File: config.mk
export PLATFORM = sky130hd
export DESIGN_NAME = irsir_endec
export DESIGN_NICKNAME = d
export VERILOG_FILES = /design/src/logic/irsir_pkg.sv /design/src/logic/irsir_endec.sv /design/src/logic/irsir_pwr_mode.sv
export SDC_FILE = /design/constraint.sdc
export NUM_CORES = 1
export LEC_CHECK = 0
export ABC_AREA = 1
export BUFFER_PORTS_ARGS = -buffer_cell sky130_fd_sc_hd__buf_2
export CAP_MARGIN = 10
export CELL_PAD_IN_SITES_DETAIL_PLACEMENT = 1
export CELL_PAD_IN_SITES_GLOBAL_PLACEMENT = 2
export CORE_UTILIZATION = 41
export CTS_BUF_LIST = sky130_fd_sc_hd__clkbuf_2
export DETAILED_ROUTE_END_ITERATION = 12
export GPL_TIMING_DRIVEN = 0
export PLACE_DENSITY_LB_ADDON = 0.3
export SLEW_MARGIN = 15
export SYNTH_ARGS = -nofsm -noshare
export SYNTH_HDL_FRONTEND = slang
export SYNTH_SLANG_ARGS = --single-unit
File: constraint.sdc
create_clock -name i_clk -period 5 [get_ports i_clk]
set_input_delay 0.25 -clock i_clk [delete_from_list [all_inputs] [get_ports i_clk]]
set_output_delay 0.25 -clock i_clk [all_outputs]
set_load 0.005 [all_outputs]
File: src/logic/irsir_pkg.sv
// package of constants and carriers for the serial infrared pulse endec
package irsir_pkg;
  localparam int unsigned CLK_HZ          = 100_000_000;
  localparam int unsigned BASE_BAUD       = 9600;
  localparam int unsigned TICKS_PER_BIT   = 16;
  localparam int unsigned BASE_TICK_HZ    = 153600;
  localparam int unsigned PULSE_TICKS     = 3;
  localparam int unsigned FIXED_PULSE_NS  = 1600;
  localparam int unsigned CLK_PERIOD_NS   = 10;
  localparam int unsigned FIXED_PULSE_CYC = FIXED_PULSE_NS / CLK_PERIOD_NS;
  localparam logic [3:0]  TICK_LAST       = 4'hf;
  localparam logic [3:0]  PULSE_LAST      = 4'h2;
  localparam logic [3:0]  MID_BIT         = 4'h7;
  localparam logic [7:0]  FIXED_CYC       = 8'(FIXED_PULSE_CYC);
  localparam int unsigned DIV_W           = 10;
  // divider per rate code: 100 MHz / (16 * baud), rounded down
  localparam logic [DIV_W-1:0] DIV_9600   = 10'(CLK_HZ / BASE_TICK_HZ);
  localparam logic [DIV_W-1:0] DIV_19200  = 10'(CLK_HZ / (16 * 19200));
  localparam logic [DIV_W-1:0] DIV_38400  = 10'(CLK_HZ / (16 * 38400));
  localparam logic [DIV_W-1:0] DIV_57600  = 10'(CLK_HZ / (16 * 57600));
  localparam logic [DIV_W-1:0] DIV_115200 = 10'(CLK_HZ / (16 * 115200));

  typedef enum logic [2:0] {
    IRSIR_R9600   = 3'h0,
    IRSIR_R19200  = 3'h1,
    IRSIR_R38400  = 3'h2,
    IRSIR_R57600  = 3'h3,
    IRSIR_R115200 = 3'h4
  } irsir_rate_t;

  typedef enum logic [1:0] {
    IRSIR_PWR_FULL  = 2'h0,
    IRSIR_PWR_TWO3  = 2'h1,
    IRSIR_PWR_ONE3  = 2'h2,
    IRSIR_PWR_SHUT  = 2'h3
  } irsir_pwr_t;

  // mode pin pair: mode0 first, mode1 second
  typedef struct packed {
    logic mode0;
    logic mode1;
  } irsir_mode_pins_t;

  typedef enum logic [1:0] {
    IRSIR_TX_IDLE  = 2'h0,
    IRSIR_TX_PULSE = 2'h1,
    IRSIR_TX_REST  = 2'h3
  } irsir_tx_st_t;

  typedef struct packed {
    logic [DIV_W-1:0] div_cnt;
    logic             tick;
    logic [2:0]       sync_tx;
    logic [2:0]       sync_rx;
    logic [2:0]       sync_bclk;
    logic             txd_stable;
    logic             rx_stable;
    logic             bclk_stable;
    irsir_tx_st_t     tx_st;
    logic [3:0]       tx_cnt;
    logic [7:0]       fix_cnt;
    logic             ir_out;
    logic             rx_busy;
    logic [3:0]       rx_cnt;
    logic             rxd;
  } irsir_state_t;
endpackage : irsir_pkg

File: src/logic/irsir_endec.sv
// serial infrared 3/16 pulse encoder and pulse stretching decoder
`timescale 1ns/1ps
module irsir_endec (
  input  wire logic                    i_clk,
  input  wire logic                    i_sys_rst,
  input  wire logic                    i_txd,
  input  wire logic                    i_ext_bclk,
  input  wire logic                    i_use_ext_bclk,
  input  wire logic [2:0]              i_rate_sel,
  input  wire logic                    i_fixed_pulse,
  input  wire logic                    i_ir_pulse_in_n,
  input  wire irsir_pkg::irsir_pwr_t   i_pwr_sel,
  output logic                         o_ir_pulse_out,
  output logic                         o_rxd,
  output logic                         o_tick,
  output irsir_pkg::irsir_mode_pins_t  o_mode
);
  irsir_pkg::irsir_state_t s_q;
  irsir_pkg::irsir_state_t s_d;
  logic [irsir_pkg::DIV_W-1:0] div_lim;
  logic                        tick_now;
  logic                        fixed_ok;

  // =========================================================
  // tick rate select
  always_comb begin
    case (irsir_pkg::irsir_rate_t'(i_rate_sel))
      irsir_pkg::IRSIR_R9600:   div_lim = irsir_pkg::DIV_9600;
      irsir_pkg::IRSIR_R19200:  div_lim = irsir_pkg::DIV_19200;
      irsir_pkg::IRSIR_R38400:  div_lim = irsir_pkg::DIV_38400;
      irsir_pkg::IRSIR_R57600:  div_lim = irsir_pkg::DIV_57600;
      irsir_pkg::IRSIR_R115200: div_lim = irsir_pkg::DIV_115200;
      default:                  div_lim = irsir_pkg::DIV_9600;
    endcase
  end

  // fixed width pulses only below the top rate
  assign fixed_ok = i_fixed_pulse && (i_rate_sel != 3'(irsir_pkg::IRSIR_R115200));

  // external 16x clock: rising edge of the stable sampled level
  // internal: >= so a smaller limit picked mid-count ends the period at once instead of wrapping
  assign tick_now = i_use_ext_bclk ? (s_q.sync_bclk[2] == s_q.sync_bclk[1] && s_q.sync_bclk[1] && !s_q.bclk_stable)
                                   : (s_q.div_cnt >= div_lim - 10'h001);

  // =========================================================
  // next state
  always_comb begin
    s_d = s_q;
    s_d.sync_tx   = {s_q.sync_tx[1:0], i_txd};
    s_d.sync_rx   = {s_q.sync_rx[1:0], i_ir_pulse_in_n};
    s_d.sync_bclk = {s_q.sync_bclk[1:0], i_ext_bclk};
    if (s_q.sync_tx[2] == s_q.sync_tx[1]) begin
      s_d.txd_stable = s_q.sync_tx[2];
    end
    if (s_q.sync_rx[2] == s_q.sync_rx[1]) begin
      s_d.rx_stable = s_q.sync_rx[2];
    end
    if (s_q.sync_bclk[2] == s_q.sync_bclk[1]) begin
      s_d.bclk_stable = s_q.sync_bclk[2];
    end
    s_d.div_cnt = (tick_now || i_use_ext_bclk) ? '0 : s_q.div_cnt + 10'h001;
    s_d.tick    = tick_now;

    // encoder: a bit starts on the first tick that finds the stable txd low
    if (s_q.fix_cnt != 8'h00) begin
      s_d.fix_cnt = s_q.fix_cnt - 8'h01;
    end
    case (s_q.tx_st)
      irsir_pkg::IRSIR_TX_IDLE: begin
        s_d.ir_out = 1'b0;
        if (s_q.tick && !s_q.txd_stable) begin
          s_d.tx_st   = irsir_pkg::IRSIR_TX_PULSE;
          s_d.tx_cnt  = 4'h0;
          s_d.ir_out  = 1'b1;
          s_d.fix_cnt = irsir_pkg::FIXED_CYC - 8'h01;
        end
      end
      irsir_pkg::IRSIR_TX_PULSE: begin
        if (fixed_ok) begin
          if (s_q.fix_cnt == 8'h00) begin
            s_d.ir_out = 1'b0;
          end
        end else if (s_q.tick && s_q.tx_cnt == irsir_pkg::PULSE_LAST) begin
          s_d.ir_out = 1'b0;
        end
        if (s_q.tick) begin
          s_d.tx_cnt = s_q.tx_cnt + 4'h1;
          if (s_q.tx_cnt == irsir_pkg::PULSE_LAST) begin
            s_d.tx_st = irsir_pkg::IRSIR_TX_REST;
          end
        end
      end
      irsir_pkg::IRSIR_TX_REST: begin
        if (fixed_ok && s_q.fix_cnt == 8'h00) begin
          s_d.ir_out = 1'b0;
        end else if (!fixed_ok) begin
          s_d.ir_out = 1'b0;
        end
        if (s_q.tick) begin
          s_d.tx_cnt = s_q.tx_cnt + 4'h1;
          if (s_q.tx_cnt == irsir_pkg::TICK_LAST) begin
            s_d.tx_st = irsir_pkg::IRSIR_TX_IDLE;
            if (!s_q.txd_stable) begin
              // next bit is also zero: start its pulse on this tick
              s_d.tx_st   = irsir_pkg::IRSIR_TX_PULSE;
              s_d.tx_cnt  = 4'h0;
              s_d.ir_out  = 1'b1;
              s_d.fix_cnt = irsir_pkg::FIXED_CYC - 8'h01;
            end
          end
        end
      end
      default: begin
        s_d.tx_st  = irsir_pkg::IRSIR_TX_IDLE;
        s_d.ir_out = 1'b0;
      end
    endcase

    // decoder: active low pulse in, stretched low bit out
    if (!s_q.rx_busy && !s_q.rx_stable) begin
      s_d.rx_busy = 1'b1;
      s_d.rx_cnt  = 4'h0;
      s_d.rxd     = 1'b0;
    end else if (s_q.rx_busy && s_q.tick) begin
      s_d.rx_cnt = s_q.rx_cnt + 4'h1;
      if (s_q.rx_cnt == irsir_pkg::TICK_LAST) begin
        s_d.rx_busy = 1'b0;
        s_d.rxd     = 1'b1;
      end
    end
  end

  always_ff @(posedge i_clk) begin
    if (i_sys_rst) begin
      s_q <= '{div_cnt: '0, tick: 1'b0, sync_tx: 3'h7, sync_rx: 3'h7, sync_bclk: 3'h0,
               txd_stable: 1'b1, rx_stable: 1'b1, bclk_stable: 1'b0,
               tx_st: irsir_pkg::IRSIR_TX_IDLE, tx_cnt: 4'h0, fix_cnt: 8'h00,
               ir_out: 1'b0, rx_busy: 1'b0, rx_cnt: 4'h0, rxd: 1'b1};
    end else begin
      s_q <= s_d;
    end
  end

  assign o_ir_pulse_out = s_q.ir_out;
  assign o_rxd          = s_q.rxd;
  assign o_tick         = s_q.tick;

  // =========================================================
  // power mode pins
  irsir_pwr_mode u_pwr (
    .i_clk     (i_clk),
    .i_sys_rst (i_sys_rst),
    .i_pwr_sel (i_pwr_sel),
    .o_mode    (o_mode)
  );

  // =========================================================
  // checks
  a_idle_dark: assert property (@(posedge i_clk) disable iff (i_sys_rst)
    (s_q.tx_st == irsir_pkg::IRSIR_TX_IDLE) |-> !o_ir_pulse_out)
    else $error("emitter on while idle");
  a_pulse_rise: assert property (@(posedge i_clk) disable iff (i_sys_rst)
    (s_q.tx_st == irsir_pkg::IRSIR_TX_IDLE && s_q.tick && !s_q.txd_stable) |=> o_ir_pulse_out)
    else $error("pulse not started on zero bit");
  a_pulse_end: assert property (@(posedge i_clk) disable iff (i_sys_rst)
    (!fixed_ok && s_q.tx_st == irsir_pkg::IRSIR_TX_PULSE && s_q.tick && s_q.tx_cnt == irsir_pkg::PULSE_LAST)
    |=> !o_ir_pulse_out)
    else $error("3/16 pulse did not end after three ticks");
  a_no_nrz: assert property (@(posedge i_clk) disable iff (i_sys_rst)
    (s_q.tx_st == irsir_pkg::IRSIR_TX_REST && !fixed_ok) |-> !o_ir_pulse_out)
    else $error("emitter on past the pulse slot");
  a_fixed_width: assert property (@(posedge i_clk) disable iff (i_sys_rst)
    (fixed_ok && s_q.fix_cnt == 8'h00 && s_q.tx_st != irsir_pkg::IRSIR_TX_IDLE && s_q.tick == 1'b0
     && !(s_q.tx_st == irsir_pkg::IRSIR_TX_REST && s_q.tx_cnt == irsir_pkg::TICK_LAST))
    |=> !o_ir_pulse_out)
    else $error("fixed pulse too long");
  a_rx_stretch: assert property (@(posedge i_clk) disable iff (i_sys_rst)
    (s_q.rx_busy && s_q.tick && s_q.rx_cnt == irsir_pkg::TICK_LAST) |=> (o_rxd && !s_q.rx_busy))
    else $error("stretched bit did not end after sixteen ticks");
  a_rx_start: assert property (@(posedge i_clk) disable iff (i_sys_rst)
    (!s_q.rx_busy && !s_q.rx_stable) |=> !o_rxd)
    else $error("received pulse not stretched");
  a_base_rate: assert property (@(posedge i_clk) disable iff (i_sys_rst)
    (!i_use_ext_bclk && i_rate_sel == 3'h0 && o_tick) |=> (!o_tick) [*8])
    else $error("startup tick too fast");

  c_zero_bit: cover property (@(posedge i_clk) disable iff (i_sys_rst)
    $rose(o_ir_pulse_out));
  c_rx_bit: cover property (@(posedge i_clk) disable iff (i_sys_rst)
    $rose(o_rxd));
  c_fixed: cover property (@(posedge i_clk) disable iff (i_sys_rst)
    fixed_ok && $fell(o_ir_pulse_out));
  c_ext_clk: cover property (@(posedge i_clk) disable iff (i_sys_rst)
    i_use_ext_bclk && o_tick);
endmodule : irsir_endec

File: src/logic/irsir_pwr_mode.sv
// transmit power mode pin encoder
`timescale 1ns/1ps
module irsir_pwr_mode (
  input  wire logic                       i_clk,
  input  wire logic                       i_sys_rst,
  input  wire irsir_pkg::irsir_pwr_t      i_pwr_sel,
  output irsir_pkg::irsir_mode_pins_t     o_mode
);
  irsir_pkg::irsir_mode_pins_t mode_d;
  irsir_pkg::irsir_mode_pins_t mode_q;

  always_comb begin
    case (i_pwr_sel)
      irsir_pkg::IRSIR_PWR_SHUT: mode_d = '{mode0: 1'b1, mode1: 1'b0};
      irsir_pkg::IRSIR_PWR_FULL: mode_d = '{mode0: 1'b0, mode1: 1'b0};
      irsir_pkg::IRSIR_PWR_TWO3: mode_d = '{mode0: 1'b0, mode1: 1'b1};
      irsir_pkg::IRSIR_PWR_ONE3: mode_d = '{mode0: 1'b1, mode1: 1'b1};
      default:                   mode_d = '{mode0: 1'b0, mode1: 1'b0};
    endcase
  end

  always_ff @(posedge i_clk) begin
    if (i_sys_rst) begin
      mode_q <= '{mode0: 1'b0, mode1: 1'b0};
    end else begin
      mode_q <= mode_d;
    end
  end

  assign o_mode = mode_q;

  a_shut_code: assert property (@(posedge i_clk) disable iff (i_sys_rst)
    i_pwr_sel == irsir_pkg::IRSIR_PWR_SHUT |=> (o_mode.mode0 && !o_mode.mode1))
    else $error("shutdown mode pins wrong");
  a_third_code: assert property (@(posedge i_clk) disable iff (i_sys_rst)
    i_pwr_sel == irsir_pkg::IRSIR_PWR_ONE3 |=> (o_mode.mode0 && o_mode.mode1))
    else $error("one third mode pins wrong");
  a_twothird_code: assert property (@(posedge i_clk) disable iff (i_sys_rst)
    i_pwr_sel == irsir_pkg::IRSIR_PWR_TWO3 |=> (!o_mode.mode0 && o_mode.mode1))
    else $error("two third mode pins wrong");
endmodule : irsir_pwr_mode

==> summary.txt, run 1 <==
Placement
  – Dpl hpwl: 4.128 mm
  – Gpl congestion: 0.7049
  – Port Buffers: 15
  – DP Cell Count: 417

Setup path
  – Crit Path Max Fanout: 10
  – Slowest-stage cell, CP: ha_1
  – Startpoint Class: input port
  – CP startpoint: i_rate_sel[2]
  – FF-to-FF Start: s_q[39]$_SDFF_PP0_
  – Worst-path cell chain: buf_2 > nor2_2 > inv_1 > o211ai_1 > nand2_1 > inv_1 > ha_1 > ha_1 > inv_1 > o21bai_1 > nand3_1 > nand3_2 > nor2_4 > nand3_4 > nor2_2
  – Cell count along the critical path: 15
  – Crit path required time: 5.38 ns
  – CP delay by family, top: simple AND/OR/NAND/NOR gates
  – Worst R2R Path Depth: 8
  – Critical path class: input port to flop
  – Worst Path Arrival: 2.35 ns
  – FF-to-FF End: s_q[43]$_SDFF_PP0_
  – CP max stage delay: 0.29 ns
  – R2r setup slk: 3.36 ns
  – Most frequent CP cell: inv_1
  – WP buf/inv: 4
  – CP Capture Type: flop

GRT
  – Initial antenna violation count: 0
  – Vias in the first global route: 2017
  – GRT Overall Usage: 17.09%
  – Largest net degree at the start of global routing: 15
  – Global-route wire length before repair: 8.797 mm
  – GR Overflow Total: 0

Hold path
  – WHS Path Cells: 4
  – Worst Hold Launch: i_use_ext_bclk
  – Hold Path Sink: o_tick$_SDFF_PP0_
  – Worst Hold Class: input port to flop

STA
  – Fmax: 507.1 MHz
  – TNS Setup: 0 ns
  – Max Clock Skew: 0.01768 ns
  – Final Max Slew Viols: 0
  – Setup violators final: 0
  – Worst rel slew slack: 67.12%
  – Tcrit/Tclk final: 39.44%
  – Minimum clock period: 1.972 ns
  – Tightest Pin Transition: 0.4894 ns
  – RSZ-0062 raised after global routing: no
  – Fin. Hold Viols: 0

Synthesis
  – Cells after Synth: 327
  – Mapped cell area: 2636 sq um
  – Async SR Flop Fraction: 0%
  – Yosys synthesis warning count: 0
  – Synth Register Bits: 46
  – Top FF cell, synth: dfxtp_1
  – Unique masters post-synth: 39
  – Register area share after synthesis: 34.93%
  – Syn nets: 363
  – Post-synth EDFFs: 0
  – Syn Area/Cell: 8.062 sq um

Route
  – DR DRC count: 0
  – DR WL met3: 130 um
  – Met2 WL: 2.469 mm
  – Vias post-DR: 2103
  – Met1 Wirelength: 2.438 mm
  – Final ANT Viol Nets: 0
  – Max layer used: met4
  – DRT Wirelength: 5.105 mm
  – DRT Pass-1 Iters: 4
  – Drt initial violations: 52
  – DR WL/cell: 11.93 um
  – Routed vias/inst: 4.914

Finish
  – Fin nets: 388
  – Non-filler instance count after layout: 428
  – Filler instances: 791
  – Layout Utilization: 47.85%
  – Antenna cell count: 0
  – Area grow syn2layout: 10.01%
  – Layout cells sized above 1: 26.91%

Clocking
  – # clock sinks: 46
  – CTS hold repair buffers: 3
  – Post-CTS setup buffer count: 0
  – H-tree levels: 2
  – Clk_lat worst skew: 0.41 ns
  – Clock Pin Slew Worst Setup and Hold Paths: 0.24 ns
  – Post-cts resize count: 0
  – CTS tree: yes
  – Root buf cell: clkbuf_2
  – CTS Buffer Depth: 2
  – Num CTS Buffers: 5

Die
  – Initial Utilization: 43.50%
  – FP Rows: 28
  – Die W: 82.19 um
  – CORE AREA: 6061 sq um
  – Top Ports: 17
  – Die Ht: 82.19 um
  – Die area: 6754 sq um

Flow run
  – Max-cap viol count: 0

Power
  – LEAKAGE: 1.283 nW
  – Power density over cell area: 345.2 nW/um^2
  – VDD IR max: 0.0001615 V

Status
  – Status: complete, no violations
metal layers:
metal	vias to the layer above	GRT usage, %
met5	-	0
met4	0	5.789
met3	6	2.527
met2	21	29.75
met1	984	21.43
li1	1092	-
registers in the layout, indices dropped and copies added (netlist names):
| register | count |
|---|---|
| o_ir_pulse_out | 1 |
| s_q | 35 |
| o_rxd | 1 |
| o_tick | 1 |
| s_d | 6 |
| u_pwr.o_mode | 2 |
cells in the final DEF, fill, tap and decap left out, types with 3 or more instances in the layout:
cell type / synthesis / routed
buf_2: 2 / 17
dlygate4sd3_1: 0 / 3
o21ai_0: 9 / 9
nand2_2: 10 / 10
xor2_1: 8 / 8
clkbuf_2: 0 / 5
inv_2: 8 / 8
nand2_1: 47 / 47
nand3_1: 11 / 11
or2_2: 6 / 6
nor2_2: 13 / 13
o21ai_2: 3 / 3
nor2_1: 30 / 30
a21oi_2: 7 / 7
o21ai_1: 3 / 3
nor2_4: 4 / 4
dfxtp_1: 46 / 46
ha_1: 24 / 24
clkinv_2: 1 / 3
inv_1: 41 / 41
nand3_2: 7 / 7
nor3_1: 6 / 6
xnor2_1: 5 / 5
a21oi_1: 15 / 15
report_power, final:
part           total (mW)  switching, mW  internal (mW)
Combinational       0.368          0.226          0.142
Sequential          0.427         0.0292          0.398
Clock               0.206          0.123         0.0829
cell type report:
| class | count | area (sq um) | area share [%] |
|---|---|---|---|
| Buffer | 3 | 13.76 | 0.4745 |
| Multi-Input combinational cell | 226 | 1503 | 51.81 |
| Clock buffer | 5 | 25.02 | 0.8628 |
| Clock inverter | 3 | 40.04 | 1.381 |
| Sequential cell | 46 | 920.9 | 31.75 |
| Timing Repair Buffer | 18 | 105.1 | 3.624 |
| Inverter | 52 | 198.9 | 6.859 |
| Tap cell | 75 | 93.84 | 3.236 |
worst max path at each step:
stage / to / slack [ns]
final: s_q[43]$_SDFF_PP0_ / 3.03
after global routing: s_q[43]$_SDFF_PP0_ / 2.79
after CTS: s_q[43]$_SDFF_PP0_ / 3.01
after detailed placement: s_q[43]$_SDFF_PP0_ / 2.54
after global placement: s_q[43]$_SDFF_PP0_ / 2.56
after floorplan: s_q[43]$_SDFF_PP0_ / 2.99
cells by family after synthesis:
logic type               count (synthesis)  synth area share [%]
XOR/XNOR                                13                 4.319
adder cells (fa/ha/maj)                 24                 11.39
AND/OR/NAND/NOR                        145                 30.28
AO/OA/AOI/OAI                           44                 11.01
flip-flops                              46                 34.93
buffers and inverters                   55                 8.068
through the flow:
step | cell area [sq um] | power, mW | setup slack, ns | hold WS (ns)
3_3_place_gp | 2805 | 0.7972 | 2.565 | 0.3896
3_5_place_dp | 2805 | 0.8079 | 2.537 | 0.4002
6_report | 2900 | 1.001 | 3.028 | 0.08613
5_1_grt | 2900 | 1.079 | 2.786 | 0.06050
2_1_floorplan | 2636 | 0.7349 | 2.987 | 0.3538
4_1_cts | 2900 | 1.021 | 3.006 | 0.04726
worst register-to-register path, stage by stage (launching register included):
cell and delay, ns:
dfxtp_1 0.48, ha_1 0.29, a21oi_1 0.17, nand2_1 0.07, nand2_1 0.06, nand3_2 0.08
nor2_4 0.14, nand3_4 0.18, nor2_2 0.14
cells in the mapped netlist, types with 5 or more instances:
cell type | number | share of area [%]
nand3_1 | 11 | 2.1
inv_1 | 41 | 5.8
ha_1 | 24 | 11
nor2_1 | 30 | 4.3
nand2_2 | 10 | 2.4
o21ai_0 | 9 | 1.7
nor3_1 | 6 | 1.1
dfxtp_1 | 46 | 35
or2_2 | 6 | 1.4
xnor2_1 | 5 | 1.7
xor2_1 | 8 | 2.7
a21oi_1 | 15 | 2.8
nand3_2 | 7 | 2.7
inv_2 | 8 | 1.1
nand2_1 | 47 | 6.7
a21oi_2 | 7 | 2.3
nor2_2 | 13 | 3.1
(Power assumes the default switching activity.)
==> inputs of run 2 (changes only) <==
Settings changed: CORE_UTILIZATION 41 to 38.
Clock period 5 ns to 2.1 ns, I/O delays scaled along.
==> summary.txt, run 2 (same netlist as run 1, synthesis figures left out) <==
GRT
  – GRT met2 Usage: 29.69%
  – Initial antenna violation count: 0
  – Grt peak-use layer: met2
  – Met3 Use GR: 2.918%
  – Global-route wire length before repair: 9.611 mm
  – GR Overflow Total: 0
  – GR Util met1: 19.92%
  – Vias in the first global route: 2198
  – Largest net degree at the start of global routing: 16
  – GRT Overall Usage: 16.40%

STA
  – Setup violators final: 0
  – Minimum clock period: 1.813 ns
  – Worst hold slack: 0.06003 ns
  – Tcrit/Tclk final: 86.32%
  – TNS Setup: 0 ns
  – Max Clock Skew: 0.02363 ns
  – Fin. Hold Viols: 0
  – Worst rel slew slack: 68.24%
  – Final Max Slew Viols: 0
  – Tightest Pin Transition: 0.4728 ns
  – Fmax: 551.7 MHz
  – Fin worst setup slack: 0.2873 ns
  – RSZ-0062 raised after global routing: no

Setup path
  – Worst-path cell chain: buf_2 > nor2_2 > inv_1 > o211ai_1 > nand2_1 > inv_1 > ha_1 > ha_1 > inv_1 > o21bai_1 > nand3_1 > nand3_2 > nor2_4 > nand3_4 > nor2_2
  – CP max stage delay: 0.29 ns
  – CP Capture Type: flop
  – Crit path required time: 2.49 ns
  – Crit Path Max Fanout: 10
  – Critical path class: input port to flop
  – Startpoint Class: input port
  – Worst Path Arrival: 2.20 ns
  – Slowest-stage cell, CP: ha_1
  – Most frequent CP cell: inv_1

Finish
  – Area grow syn2layout: 11.44%
  – Max reg flops: 35
  – Design Area, Final: 2938 sq um
  – Commonest non-fill, non-tap cells in the layout: nand2_1, dfxtp_1, inv_1, nor2_1, ha_1
  – Top reg by flops: s_q
  – Layout cells sized above 1: 26.69%
  – Fin nets: 391
  – Non-filler instance count after layout: 433
  – Filler instances: 811
  – Layout Utilization: 44.98%
  – Antenna cell count: 0
  – Most common cell after layout, fill and taps aside: nand2_1

Status
  – Status: complete, no violations

Route
  – DR DRC count: 0
  – Drt initial violations: 55
  – Final ANT Viol Nets: 0
  – DRT Wirelength: 5.236 mm
  – DRT Pass-1 Iters: 4
  – DR WL/cell: 12.09 um
  – Routed vias/inst: 4.866
  – Vias post-DR: 2107

Clocking
  – Post-CTS setup buffer count: 0
  – # clock sinks: 46
  – Root buf cell: clkbuf_2
  – Post-cts resize count: 0
  – Clock Pin Slew Worst Setup and Hold Paths: 0.25 ns
  – Clk_lat worst skew: 0.42 ns
  – CTS hold repair buffers: 6
  – CTS tree: yes
  – H-tree levels: 2
  – Num CTS Buffers: 5
  – CTS Buffer Depth: 2

Placement
  – Dpl hpwl: 4.221 mm
  – Port Buffers: 15
  – Gpl congestion: 0.7797
  – Placed cell area: 2808 sq um
  – DP Cell Count: 419
  – Worst slack, placed: -0.2186 ns

Hold path
  – Worst Hold Class: input port to flop

Die
  – Top Ports: 17
  – CORE AREA: 6531 sq um
  – Die W: 85.29 um
  – Die area: 7274 sq um
  – FP Rows: 29
  – Die Ht: 85.29 um
  – Initial Utilization: 40.36%

Power
  – Total Power: 2.413 mW
  – VDD IR max: 0.0004328 V
  – LEAKAGE: 1.288 nW
  – Power density over cell area: 821.2 nW/um^2

Flow run
  – Max-cap viol count: 0
==> run 2: path summary, 6_finish.rpt <==
check                                         from                          to  slack, ns  cells past startpoint
worst max-delay path                 i_rate_sel[2]          s_q[43]$_SDFF_PP0_       0.29                     15
worst min-delay path                  i_pwr_sel[0]  u_pwr.o_mode[1]$_SDFF_PP0_       0.06                      4
worst max register to register  s_q[39]$_SDFF_PP0_          s_q[43]$_SDFF_PP0_       0.45                      8
worst min register to register  s_d[26]$_SDFF_PP0_          s_q[26]$_SDFF_PP0_       0.42                      2
==> run 2: area by class of cell <==
| type | instances | area [sq um] | share of cell area, % |
|---|---|---|---|
| repair buffers | 21 | 135.1 | 4.600 |
| clock buffers | 5 | 25.02 | 0.8518 |
| inverters | 52 | 198.9 | 6.772 |
| plain buffers | 3 | 13.76 | 0.4685 |
| well taps | 77 | 96.34 | 3.279 |
| flip-flops and latches | 46 | 920.9 | 31.35 |
| multi-input cells | 226 | 1503 | 51.15 |
| clock inverters | 3 | 45.04 | 1.533 |
==> run 2: metal layers <==
layer  routed length [um]  vias to the layer above  share of wire (%)
li1                     -                     1100                  -
met1                 2517                      979                 48
met2                 2533                       22                 48
met3                  124                        6                2.4
met4                   60                        0                1.1
met5                    0                        -                  0
==> run 2: where the power goes <==
group          leakage (nW)  internal (mW)  switching (mW)  total (mW)
logic                 0.877          0.345           0.549       0.894
clock network        0.0352          0.199           0.303       0.503
registers             0.375          0.947          0.0684        1.02
==> run 2: worst max-delay path, delay by kind of cell <==
| kind | cells | cell delay, ns |
|---|---|---|
| adders and majority gates | 2 | 0.52 |
| buffers and inverters | 4 | 0.38 |
| AOI/OAI and AO/OA | 2 | 0.22 |
| and+or+nand+nor | 7 | 0.96 |
==> inputs of run 3 (changes only) <==
Settings changed: CELL_PAD_IN_SITES_DETAIL_PLACEMENT 1 to 0, CELL_PAD_IN_SITES_GLOBAL_PLACEMENT 2 to 1, CORE_UTILIZATION 38 to 43.
Clock period 2.1 ns to 1.6 ns, I/O delays scaled along.
==> summary.txt, run 3 (same netlist as run 1, synthesis figures left out) <==
Die
  – Die Ht: 80.30 um
  – CORE AREA: 5921 sq um
  – Initial Utilization: 44.53%
  – Top Ports: 17
  – Die area: 6448 sq um
  – Die W: 80.30 um
  – FP Rows: 28

STA
  – TNS Setup: -0.08455 ns
  – Minimum clock period: 1.624 ns
  – Setup violators final: 5
  – RSZ-0062 raised after global routing: yes
  – Final Max Slew Viols: 0
  – Fmax: 615.8 MHz
  – Worst hold slack: 0.04524 ns
  – Max Clock Skew: 0.02013 ns
  – Fin. Hold Viols: 0
  – Tightest Pin Transition: 0.3753 ns
  – Tcrit/Tclk final: 101.5%
  – Fin worst setup slack: -0.02396 ns
  – Worst rel slew slack: 74.95%

Placement
  – Gpl congestion: 0.7667
  – Placed cell area: 2843 sq um
  – Port Buffers: 15
  – DP Cell Count: 417
  – Dpl hpwl: 3.540 mm

Route
  – DRT Wirelength: 4.872 mm
  – Drt initial violations: 57
  – Routed vias/inst: 4.668
  – DRT Pass-1 Iters: 4
  – DR WL/cell: 11.00 um
  – Final ANT Viol Nets: 0
  – DR DRC count: 0
  – Vias post-DR: 2068

Finish
  – Max reg flops: 35
  – Non-filler instance count after layout: 443
  – Antenna cell count: 0
  – Commonest non-fill, non-tap cells in the layout: nand2_1, dfxtp_1, inv_1, nor2_1, ha_1
  – Layout Utilization: 52.45%
  – Layout cells sized above 1: 33.70%
  – Design Area, Final: 3105 sq um
  – Most common cell after layout, fill and taps aside: nand2_1
  – Fin nets: 403
  – Area grow syn2layout: 17.80%
  – Filler instances: 591
  – Top reg by flops: s_q

Power
  – Power density over cell area: 977.0 nW/um^2
  – P_int: 1.841 mW
  – VDD IR max: 0.0006942 V
  – Comb pwr share: 39.3%
  – Register share of total power: 44.0%
  – Clock power frac: 16.7%
  – Sw Ratio: 39.31%
  – LEAKAGE: 1.349 nW
  – Switching pwr: 1.193 mW

Hold path
  – Hold Path Sink: s_q[29]$_SDFF_PP1_
  – WHS Path Cells: 2
  – Worst Hold Launch: i_sys_rst
  – Worst Hold Class: input port to flop

GRT
  – GR Util met1: 20.33%
  – GR Overflow Total: 0
  – Grt peak-use layer: met2
  – GRT met2 Usage: 29.66%
  – Vias in the first global route: 1911
  – Met3 Use GR: 3.523%
  – Largest net degree at the start of global routing: 16
  – GRT Overall Usage: 16.92%
  – Initial antenna violation count: 0
  – Global-route wire length before repair: 8.355 mm

Setup path
  – Crit path required time: 1.99 ns
  – Critical path class: input port to flop
  – Worst R2R Path Depth: 8
  – CP Capture Type: flop
  – FF-to-FF End: s_q[35]$_SDFF_PP0_
  – FF-to-FF Start: s_q[41]$_SDFF_PP0_
  – Startpoint Class: input port
  – Worst Path Arrival: 2.02 ns
  – Crit Path Max Fanout: 5
  – R2r setup slk: 0 ns

Clocking
  – CTS tree: yes
  – Num CTS Buffers: 5
  – CTS Buffer Depth: 2
  – H-tree levels: 2
  – Clock Pin Slew Worst Setup and Hold Paths: 0.25 ns
  – Root buf cell: clkbuf_2
  – Clk_lat worst skew: 0.43 ns
  – # clock sinks: 46

Status
  – Failing checks: setup timing
  – Status: finished, violations left

Flow run
  – Max-cap viol count: 0
## run 3: cell count changes in the layout (fill, tap and decap cells not counted), moves of 3 or more
cell     before  now
buf_4         0   11
dfxtp_1      46   40
dfxtp_2       0    4
ha_1         24   21
inv_1        41   38
## run 3: layout make-up
| class | count | area (sq um) | share of cell area [%] |
|---|---|---|---|
| inverters | 52 | 203.9 | 6.567 |
| multi-input cells | 227 | 1582 | 50.93 |
| plain buffers | 3 | 13.76 | 0.4432 |
| flip-flops and latches | 46 | 933.4 | 30.06 |
| repair buffers | 32 | 232.7 | 7.494 |
| well taps | 75 | 93.84 | 3.022 |
| clock buffers | 5 | 25.02 | 0.8058 |
| clock inverters | 3 | 21.27 | 0.6849 |
## run 3: worst max path at each step
stage                       start                  to  slack [ns]
2_1_floorplan       i_rate_sel[0]  s_q[34]$_SDFF_PP0_       -0.19
3_3_place_gp        i_rate_sel[0]  s_q[34]$_SDFF_PP0_       -0.62
3_5_place_dp        i_rate_sel[0]  s_q[34]$_SDFF_PP0_       -0.65
4_1_cts        s_q[39]$_SDFF_PP0_  s_q[39]$_SDFF_PP0_     0.00005
5_1_grt             i_rate_sel[0]  s_q[41]$_SDFF_PP0_       -0.15
6_report            i_rate_sel[0]  s_q[35]$_SDFF_PP0_       -0.02
## run 3: power by group through the flow
stage               Clock, mW  Combinational (mW)  Sequential [mW]
finish                  0.507                1.19             1.33
global route            0.583                1.35             1.35
CTS                     0.536                1.19             1.33
detailed placement          0                1.14             1.36
global placement            0                1.13             1.36
floorplan                   0               0.969             1.34
## run 3: repair_timing
action	CTS	global route
endpoints found under the setup margin	11	23
pin swaps	10	14
gates cloned	1	0
hold endpoints to repair	16	0
hold buffers	7	0
resized for setup	12	8
buffers inserted	7	3
## run 3: metal layers
metal  vias to the layer above  part of all wire, %
met2                        22                   49
met3                         9                  2.5
met5                         -                    0
met4                         0                  1.6
li1                       1128                    -
met1                       909                   47
## run 3: worst max-delay path: stages
cell	delay, ns
buf_8	0.10
clkinv_4	0.04
nand2_1	0.04
o211ai_1	0.24
nand2_1	0.13
inv_2	0.09
ha_4	0.14
xnor2_2	0.11
ha_1	0.25
nand2_1	0.08
nor2_1	0.04
nand3_1	0.08
nand3_2	0.10
nor2_4	0.20
nand3_4	0.15
nor2_2	0.12
## run 3: through the flow
step | worst slack (ns) | power, mW
2_1_floorplan | -0.1865 | 2.306
3_3_place_gp | -0.6164 | 2.483
3_5_place_dp | -0.6493 | 2.500
4_1_cts | 0.00005063 | 3.058
5_1_grt | -0.1475 | 3.277
6_report | -0.02396 | 3.034
